`src/core/mir_pkg.sv`:
```
package mir_pkg;
    // ==========================================================
    // Register offsets
    localparam logic [7:0] ADDR_MODE = 8'h06;
    localparam logic [7:0] ADDR_SUMMARY = 8'h07;
    localparam logic [7:0] ADDR_BUS_SRC = 8'h08;
    localparam logic [7:0] ADDR_WAKE_SRC = 8'h09;
    localparam logic [7:0] ADDR_SUPPLY_SRC = 8'h0A;
    // ==========================================================
    // Reset values and writable-bit masks
    localparam logic [7:0] REG_RESET = 8'h00;
    localparam logic DCDC_RESET = 1'h1;
    localparam logic IRQ_N_RESET = 1'h1;
    localparam logic [7:0] BUS_SRC_MASK = 8'hDF;
    localparam logic [7:0] WAKE_SRC_MASK = 8'h0F;
    localparam logic [7:0] SUPPLY_SRC_MASK = 8'hFF;
    // ==========================================================
    // Field positions
    localparam int MODE_REQ_LSB = 0;
    localparam int MODE_STATE_LSB = 4;
    localparam int SUM_BUS_BIT = 0;
    localparam int SUM_WAKE_BIT = 1;
    localparam int SUM_SUPPLY_BIT = 2;
    // ==========================================================
    // Mode encodings
    localparam logic [1:0] MODE_STANDBY = 2'h0;
    localparam logic [1:0] MODE_NORMAL = 2'h1;
    localparam logic [1:0] MODE_RXONLY = 2'h2;
    localparam logic [1:0] MODE_SLEEP = 2'h3;

    // Register port request
    typedef struct packed {
        logic wr;
        logic rd;
        logic [7:0] addr;
        logic [7:0] wdata;
    } mir_req_s;

    // Bus fault event strobes, bit order as in the source register
    typedef struct packed {
        logic bus_dominant;
        logic txd_rxd_short;
        logic txd_dominant;
        logic canl_vcc;
        logic canl_gnd;
        logic canh_gnd;
        logic canh_vcc;
    } mir_bus_ev_s;
endpackage : mir_pkg

```
`src/core/mir_src_reg.sv`:
```
`timescale 1ns/1ps
`default_nettype none
// Sticky event register: set wins over host clear
module mir_src_reg #(
    parameter logic [7:0] MASK = 8'hFF
) (
    input wire logic clock,
    input wire logic resetn,
    input wire logic [7:0] event_in,
    input wire logic wr_en,
    input wire logic [7:0] wdata,
    output logic [7:0] value,
    output logic pending
);
    // ==========================================================
    // Storage
    logic [7:0] val_r;
    logic [7:0] val_nxt;

    // Write-zero clears, events set, reserved stay zero
    always_comb begin
        val_nxt = val_r;
        if (wr_en) begin
            val_nxt = val_r & wdata;
        end
        val_nxt = (val_nxt | event_in) & MASK;
    end

    // State update
    always_ff @(posedge clock or negedge resetn) begin
        if (!resetn) begin
            val_r <= mir_pkg::REG_RESET;
        end else begin
            val_r <= val_nxt;
        end
    end

    assign value = val_r;
    assign pending = |val_r;

    // Event always lands even against a clearing write
    a_set_wins: assert property (
        @(posedge clock) disable iff (!resetn)
        (event_in & MASK) != 8'h00
        |=> (val_r & ($past(event_in) & MASK)) == ($past(event_in) & MASK))
        else $error("event lost");
    // Reserved bits never set
    a_reserved_zero: assert property (
        @(posedge clock) disable iff (!resetn)
        (val_r & ~MASK) == 8'h00)
        else $error("reserved bit set");
endmodule : mir_src_reg
`default_nettype wire

```
`src/core/mir_top.sv`:
```
`timescale 1ns/1ps
`default_nettype none
// Operation
// - Two-bit mode request plus read-only state echo
// - Sleep-supply bit keeps 5V converter in sleep
// - Summary bit 2: supply interrupt pending
// - Summary bit 1: wake or temperature pending
// - Summary bit 0: bus or pin failure
// - Source1 bit 7: bus held dominant
// - Source1 bit 6: TX/RX short; bit 5 reserved
// - Source1 bit 4: transmit input stuck dominant
// - Source1 bits 3..0: CANL/CANH line shorts
// - Source2 bit 3: temperature recovered; 7..4 reserved
// - Source2 bit 2: temperature above warning
// - Source2 bit 1: local wake pin event
// - Source2 bit 0: remote bus wake
// - Source3: good/undervoltage pairs per rail
module mir_top (
    input wire logic clock,
    input wire logic resetn,
    input wire mir_pkg::mir_req_s req,
    output logic [7:0] rdata,
    input wire logic sleep_supply_cfg,
    input wire logic [1:0] device_state,
    input wire mir_pkg::mir_bus_ev_s bus_ev,
    input wire logic temp_recover_ev,
    input wire logic temp_warning_threshold,
    input wire logic local_wake_ev,
    input wire logic remote_wake_ev,
    input wire logic [7:0] supply_ev,
    output logic [1:0] mode_req,
    output logic dcdc_enable,
    output logic interrupt_out_n
);
    // ==========================================================
    // Mode request register
    logic [1:0] mode_r;
    logic [7:0] bus_val;
    logic [7:0] wake_val;
    logic [7:0] sup_val;
    logic bus_pend;
    logic wake_pend;
    logic sup_pend;
    logic [7:0] bus_evt;
    logic [7:0] wake_evt;
    logic [2:0] summary;
    logic [7:0] rdata_nxt;

    // Strobe decode shared by the register writes and the checks
    function automatic logic wr_hit(input logic [7:0] a);
        return req.wr && (req.addr == a);
    endfunction : wr_hit
    function automatic logic rd_hit(input logic [7:0] a);
        return req.rd && (req.addr == a);
    endfunction : rd_hit

    // Host writes the request field only
    always_ff @(posedge clock or negedge resetn) begin
        if (!resetn) begin
            mode_r <= mir_pkg::MODE_STANDBY;
        end else if (wr_hit(mir_pkg::ADDR_MODE)) begin
            mode_r <= req.wdata[mir_pkg::MODE_REQ_LSB +: 2];
        end
    end
    assign mode_req = mode_r;

    // Converter gating in sleep
    always_ff @(posedge clock or negedge resetn) begin
        if (!resetn) begin
            dcdc_enable <= mir_pkg::DCDC_RESET;
        end else begin
            dcdc_enable <= (mode_r != mir_pkg::MODE_SLEEP)
                || sleep_supply_cfg;
        end
    end

    // ==========================================================
    // Source registers
    assign bus_evt = {bus_ev.bus_dominant, bus_ev.txd_rxd_short, 1'h0,
        bus_ev.txd_dominant, bus_ev.canl_vcc, bus_ev.canl_gnd,
        bus_ev.canh_gnd, bus_ev.canh_vcc};
    assign wake_evt = {4'h0, temp_recover_ev, temp_warning_threshold,
        local_wake_ev, remote_wake_ev};

    mir_src_reg #(.MASK(mir_pkg::BUS_SRC_MASK)) u_bus (
        .clock(clock),
        .resetn(resetn),
        .event_in(bus_evt),
        .wr_en(wr_hit(mir_pkg::ADDR_BUS_SRC)),
        .wdata(req.wdata),
        .value(bus_val),
        .pending(bus_pend)
    );
    mir_src_reg #(.MASK(mir_pkg::WAKE_SRC_MASK)) u_wake (
        .clock(clock),
        .resetn(resetn),
        .event_in(wake_evt),
        .wr_en(wr_hit(mir_pkg::ADDR_WAKE_SRC)),
        .wdata(req.wdata),
        .value(wake_val),
        .pending(wake_pend)
    );
    mir_src_reg #(.MASK(mir_pkg::SUPPLY_SRC_MASK)) u_sup (
        .clock(clock),
        .resetn(resetn),
        .event_in(supply_ev),
        .wr_en(wr_hit(mir_pkg::ADDR_SUPPLY_SRC)),
        .wdata(req.wdata),
        .value(sup_val),
        .pending(sup_pend)
    );

    // ==========================================================
    // Summary and interrupt pin
    always_comb begin
        summary = 3'h0;
        summary[mir_pkg::SUM_SUPPLY_BIT] = sup_pend;
        summary[mir_pkg::SUM_WAKE_BIT] = wake_pend;
        summary[mir_pkg::SUM_BUS_BIT] = bus_pend;
    end

    // Registered active-low interrupt
    always_ff @(posedge clock or negedge resetn) begin
        if (!resetn) begin
            interrupt_out_n <= mir_pkg::IRQ_N_RESET;
        end else begin
            interrupt_out_n <= ~(|summary);
        end
    end

    // ==========================================================
    // Read data
    always_comb begin
        rdata_nxt = 8'h00;
        case (req.addr)
            mir_pkg::ADDR_MODE: begin
                rdata_nxt[mir_pkg::MODE_REQ_LSB +: 2] = mode_r;
                rdata_nxt[mir_pkg::MODE_STATE_LSB +: 2] = device_state;
            end
            mir_pkg::ADDR_SUMMARY: rdata_nxt = {5'h00, summary};
            mir_pkg::ADDR_BUS_SRC: rdata_nxt = bus_val;
            mir_pkg::ADDR_WAKE_SRC: rdata_nxt = wake_val;
            mir_pkg::ADDR_SUPPLY_SRC: rdata_nxt = sup_val;
            default: rdata_nxt = 8'h00;
        endcase
    end

    // Read data registered one cycle after the read
    always_ff @(posedge clock or negedge resetn) begin
        if (!resetn) begin
            rdata <= mir_pkg::REG_RESET;
        end else if (req.rd) begin
            rdata <= rdata_nxt;
        end
    end

    // ==========================================================
    // Checks
    a_int_pin_follows: assert property (
        @(posedge clock) disable iff (!resetn)
        ##1 interrupt_out_n == ($past(summary) == 3'h0))
        else $error("interrupt pin wrong");
    a_sleep_dcdc_off: assert property (
        @(posedge clock) disable iff (!resetn)
        (mode_r == mir_pkg::MODE_SLEEP && !sleep_supply_cfg) |=> !dcdc_enable)
        else $error("converter on in sleep");
    a_sleep_dcdc_keep: assert property (
        @(posedge clock) disable iff (!resetn)
        sleep_supply_cfg |=> dcdc_enable)
        else $error("converter off with keep bit");
    a_mode_write: assert property (
        @(posedge clock) disable iff (!resetn)
        wr_hit(mir_pkg::ADDR_MODE) |=>
        mode_r == $past(req.wdata[mir_pkg::MODE_REQ_LSB +: 2]))
        else $error("mode write lost");
    a_mode_hold: assert property (
        @(posedge clock) disable iff (!resetn)
        !wr_hit(mir_pkg::ADDR_MODE) |=> $stable(mode_r))
        else $error("mode moved without write");
    a_sum_supply: assert property (
        @(posedge clock) disable iff (!resetn)
        supply_ev != 8'h00 |=> summary[mir_pkg::SUM_SUPPLY_BIT])
        else $error("supply summary wrong");
    a_sum_wake: assert property (
        @(posedge clock) disable iff (!resetn)
        $rose(remote_wake_ev) |=> summary[mir_pkg::SUM_WAKE_BIT])
        else $error("wake summary wrong");
    a_sum_bus: assert property (
        @(posedge clock) disable iff (!resetn)
        bus_ev.bus_dominant |=> bus_val[7] && summary[mir_pkg::SUM_BUS_BIT])
        else $error("bus summary wrong");
    a_bus_short: assert property (
        @(posedge clock) disable iff (!resetn)
        bus_ev.canh_vcc |=> bus_val[0])
        else $error("line short lost");
    a_temp_warn: assert property (
        @(posedge clock) disable iff (!resetn)
        temp_warning_threshold |=> wake_val[2])
        else $error("temperature warning lost");
    a_temp_recover: assert property (
        @(posedge clock) disable iff (!resetn)
        temp_recover_ev |=> wake_val[3])
        else $error("temperature recovery lost");
    a_local_wake: assert property (
        @(posedge clock) disable iff (!resetn)
        local_wake_ev |=> wake_val[1])
        else $error("local wake lost");
    a_dcdc_awake: assert property (
        @(posedge clock) disable iff (!resetn)
        mode_r != mir_pkg::MODE_SLEEP |=> dcdc_enable)
        else $error("converter off while awake");
    a_read_summary: assert property (
        @(posedge clock) disable iff (!resetn)
        rd_hit(mir_pkg::ADDR_SUMMARY) |=> rdata == {5'h00, $past(summary)})
        else $error("summary read wrong");
    a_read_mode: assert property (
        @(posedge clock) disable iff (!resetn)
        rd_hit(mir_pkg::ADDR_MODE) |=>
        rdata == {2'h0, $past(device_state), 2'h0, $past(mode_r)})
        else $error("mode read wrong");
    a_read_unmapped: assert property (
        @(posedge clock) disable iff (!resetn)
        req.rd && (req.addr < mir_pkg::ADDR_MODE
        || req.addr > mir_pkg::ADDR_SUPPLY_SRC) |=> rdata == 8'h00)
        else $error("unmapped read not zero");
endmodule : mir_top
`default_nettype wire

```
`config.mk`:
```
export PLATFORM = sky130hd
export DESIGN_NAME = mir_top
export DESIGN_NICKNAME = d
export VERILOG_FILES = /design/src/core/mir_pkg.sv /design/src/core/mir_src_reg.sv /design/src/core/mir_top.sv
export SDC_FILE = /design/constraint.sdc
export NUM_CORES = 1
export LEC_CHECK = 0
export BUFFER_PORTS_ARGS = -buffer_cell sky130_fd_sc_hd__buf_2
export CAP_MARGIN = 20
export CELL_PAD_IN_SITES_DETAIL_PLACEMENT = 1
export CELL_PAD_IN_SITES_GLOBAL_PLACEMENT = 1
export CORE_MARGIN = 2
export CORE_UTILIZATION = 31
export CTS_CLUSTER_DIAMETER = 150
export DETAILED_ROUTE_END_ITERATION = 8
export PLACE_DENSITY_LB_ADDON = 0.3
export SLEW_MARGIN = 20
export SYNTH_ARGS = -nofsm -noshare
export SYNTH_HDL_FRONTEND = slang
export SYNTH_SLANG_ARGS = --single-unit
```
`constraint.sdc`:
```
create_clock -name clock -period 1.41 [get_ports clock]
set_clock_uncertainty 0.2 [all_clocks]
set_input_delay 0.282 -clock clock [delete_from_list [all_inputs] [get_ports clock]]
set_output_delay 0.282 -clock clock [all_outputs]
set_load 0.03 [all_outputs]
```
==> parameters.txt <==
Parameter                              Value

Run status
  Status ... finished with violations
  Violated checks ... negative setup slack

Drt
  Via count normalized by instance count ... approximately 5
  1st-iter DRT viols ... 39
  Wire length after detailed routing ... between 5000 and 6000 um
  Via count ... 1694
  DRC violations left ... 0
  Antenna violation net count after detailed routing ... 0
  Number of iterations in the first detailed-routing pass ... 4
  Average detailed-routed wire length per instance ... approximately 17 um

Synthesis
  Seq cells post-synth ... 31
  Share of the synthesized area in the top cell type ... 0.4670
  Post-synth ARST share ... 1.000
  Synthesized area per cell ... 9.961 um^2
  Syn Std Cell Area ... between 0.0015 and 0.002 mm^2
  Cell count after synthesis ... 156
  Top flip-flop cell by instance count after synthesis ... sky130_fd_sc_hd__dfrtp_1
  Fraction of the yosys area taken by sequential cells ... 0.5008
  Number of synthesized flops with an enable pin ... 0
  Synthesis Warnings ... 0
  Number of distinct standard cells referenced by the synthesized netlist ... 35
  Mapped Nets ... between 150 and 200
  Top cells by area in the synthesized netlist ... sky130_fd_sc_hd__dfrtp_1 47%, sky130_fd_sc_hd__nand2b_1 8.9%, sky130_fd_sc_hd__o21ai_2 4.5%, sky130_fd_sc_hd__o21ai_0 4.2%, sky130_fd_sc_hd__dfstp_2 3.4%
  Biggest area consumer among synthesized cells ... sky130_fd_sc_hd__dfrtp_1

Floorplan
  Boundary pin count ... 54
  Die Ht ... around 75 um
  Cell row count ... 25
  Core area ... between 0.004 and 0.005 mm^2
  Die W ... 74.80 um
  Initial cell density of the core ... 0.3247
  Die Outline Area ... roughly 0.0056 mm^2

Flow run
  Max-cap viol count ... 0

Setup path
  Critical Path Source ... req[13]
  WS Path Type ... primary input to flop
  Worst EP arrival ... 1800 ps
  Crit path required time ... 1400 ps
  R2R Setup Slk ... -220 ps
  Setup crit end kind ... flop
  Maximum fanout count along the critical path ... 8
  Type of origin of the critical path ... primary input
  Launch instance of the worst register-to-register path ... u_bus.value[3]

Place
  Gpl congestion ... roughly 0.83
  Post-Place Cells ... between 300 and 400
  Port Buffers ... between 50 and 60
  Dpl hpwl ... 4124 um

STA
  Final worst path period share ... 1.280
  Setup repair after global routing missed its margin ... true
  Smallest hold slack ... 38.79 ps
  Final setup violation count ... 31
  Final critical delay including setup and external delays ... around 1800 ps
  Worst setup slack after layout ... -395.4 ps
  Final max-slew violation count ... 0
  Number of failing hold endpoints at the final stage ... 0
  Final-layout setup total negative slack ... -5703 ps
  Slew at the pin closest to its max-slew limit ... roughly 370 ps
  Slew headroom ... 0.7513
  Fmax achieved ... approximately 550 MHz

Power
  Areal power density over the cells ... roughly 780 mW/mm^2
  Power after layout ... around 0.0022 W
  Max VDD drop ... between 0.6 and 0.7 mV
  Leakage power of the design ... roughly 1.2 nW

Global routing
  Total grt overflow ... 0
  Global-route track usage on met1 ... 0.2593
  Wire length of the first global-routing pass ... 8990 um
  Via count of the first global-routing pass ... ~1800
  Initial antenna violation count ... 0
  Maximum number of pins on one net before global-route repair ... 19
  GRT Util Overall ... 0.2278
  Gr busiest metal ... met2
  Grt met2 use ... 0.4208
  Met3 layer usage reported by global route ... 0.05221

Min path
  Worst min-delay path class ... primary input to flop
  Origin of the worst min-delay path ... req[6]

Cells and area
  Net count, final ... 321
  Number of cells in the finished layout apart from fillers ... around 350
  Ratio of cells with drive above 1 in the final layout ... 0.5250
  Diodes inserted ... 0
  Fraction of the core area covered by cells at the end of the flow ... 0.5854
  Synth-to-Final Area Change ... 80.27%

Clock network
  Clk pin slew, worst setup/hold paths ... 70 ps
  Clock tree from TritonCTS ... yes
  Later-pin clock latency in the skew report ... around 300 ps
  Number of clock sinks ... 31
  Maximum count of clock buffers along a single path ... 2
  Clock H-tree levels ... 2
  Inserted Clock Buffers ... 5
  Root cell of the clock tree ... sky130_fd_sc_hd__clkbuf_8
what timing repair did:
action	CTS	global route
pin swaps	13	16
buffers inserted	3	2
resized for setup	37	20
hold endpoints to repair	50	0
setup endpoints to repair	31	34
hold buffers	22	0
through the flow:
step,instance area (um^2),setup WS (ps)
finish,2801,-395.4
global route,2801,-420.4
CTS,2706,-402.3
detailed placement,2243,-754.9
global placement,2243,-711.4
floorplan,1575,-657.6
placed cells by master, fill, tap and decap left out, types with 2 or more instances in the layout:
master,n
sky130_fd_sc_hd__inv_1,8
sky130_fd_sc_hd__a22oi_1,4
sky130_fd_sc_hd__and2_1,3
sky130_fd_sc_hd__a21oi_1,5
sky130_fd_sc_hd__nor2_1,6
sky130_fd_sc_hd__nand4_1,2
sky130_fd_sc_hd__a31oi_1,2
sky130_fd_sc_hd__dlygate4sd3_1,22
sky130_fd_sc_hd__o21ai_0,2
sky130_fd_sc_hd__mux2i_1,4
sky130_fd_sc_hd__o21ai_2,15
sky130_fd_sc_hd__dfstp_2,2
sky130_fd_sc_hd__buf_12,2
sky130_fd_sc_hd__nand2_1,3
sky130_fd_sc_hd__nand3b_1,4
sky130_fd_sc_hd__o21ai_1,4
sky130_fd_sc_hd__nor4_2,2
sky130_fd_sc_hd__nand2b_1,22
sky130_fd_sc_hd__nor4_4,3
sky130_fd_sc_hd__o22ai_1,5
sky130_fd_sc_hd__clkbuf_8,6
sky130_fd_sc_hd__or4_4,2
sky130_fd_sc_hd__buf_6,11
sky130_fd_sc_hd__dfrtp_1,29
sky130_fd_sc_hd__mux2_2,2
sky130_fd_sc_hd__buf_4,40
sky130_fd_sc_hd__buf_2,46
sky130_fd_sc_hd__nand2_2,2
sky130_fd_sc_hd__nor3_2,2
cells by family (layout without fill, tap and decap cells):
family,Yosys count,count (layout),share of synthesized area
muxes,6,6,0.04026
and+or+nand+nor,62,62,0.2335
AOI/OAI and AO/OA,44,44,0.1884
buffers and inverters,13,137,0.03703
DFF,31,31,0.5008
registers in the layout, summed over array words and instances (netlist names):
| name | flops |
|---|---|
| interrupt_out_n | 1 |
| u_wake.value | 4 |
| dcdc_enable | 1 |
| u_bus.value | 7 |
| rdata | 8 |
| u_sup.value | 8 |
| mode_req | 2 |
cell usage after synthesis (2+ instances only):
library cell	instances
sky130_fd_sc_hd__dfrtp_1	29
sky130_fd_sc_hd__nand2b_1	22
sky130_fd_sc_hd__o21ai_0	13
sky130_fd_sc_hd__inv_1	8
sky130_fd_sc_hd__nor2_1	8
sky130_fd_sc_hd__o21ai_2	8
sky130_fd_sc_hd__nor4_1	6
sky130_fd_sc_hd__o22ai_1	6
sky130_fd_sc_hd__a21oi_1	5
sky130_fd_sc_hd__nand2_1	5
sky130_fd_sc_hd__a22oi_1	4
sky130_fd_sc_hd__mux2i_1	4
sky130_fd_sc_hd__nand3b_1	4
sky130_fd_sc_hd__nor3_1	4
sky130_fd_sc_hd__and2_1	3
sky130_fd_sc_hd__clkbuf_1	3
sky130_fd_sc_hd__a31oi_1	2
sky130_fd_sc_hd__dfstp_2	2
sky130_fd_sc_hd__mux2_2	2
sky130_fd_sc_hd__nand3_1	2
sky130_fd_sc_hd__nand4_1	2
cell type report:
type                    instances  area (um^2)
clock buffers                   6        82.58
clock inverters                 2        35.03
fillers                       541         1984
inverters                       8        30.03
multi-input cells             112        877.1
flip-flops and latches         31        778.2
well taps                      67        83.83
repair buffers                121        914.6
worst max-delay path, cell delays in order:
cell and delay (ps):
sky130_fd_sc_hd__buf_6 90, sky130_fd_sc_hd__or4_4 540, sky130_fd_sc_hd__or4_4 630, sky130_fd_sc_hd__o21ai_2 180, sky130_fd_sc_hd__nand2b_1 70
path summary, 6_finish.rpt:
path	end	cells past startpoint
setup / recovery	u_sup.value[6]	5
hold / removal	u_sup.value[6]	3
hold reg to reg	dcdc_enable	1
setup reg to reg	rdata[0]	5
min in group asynchronous	mode_req[1]	2
max in group asynchronous	interrupt_out_n	3
power by group:
group          switching, W  leakage, nW  internal [W]
clock              0.000374       0.0612      0.000572
combinational      0.000159        0.837      0.000181
sequential       0.00000723        0.322      0.000900
metal layers:
layer	share of wire	vias to the layer above
met4	0.019	0
met2	0.55	38
met5	0	-
li1	-	814
met1	0.39	834
met3	0.033	8
Note: power is estimated with default switching activity, not from simulation.
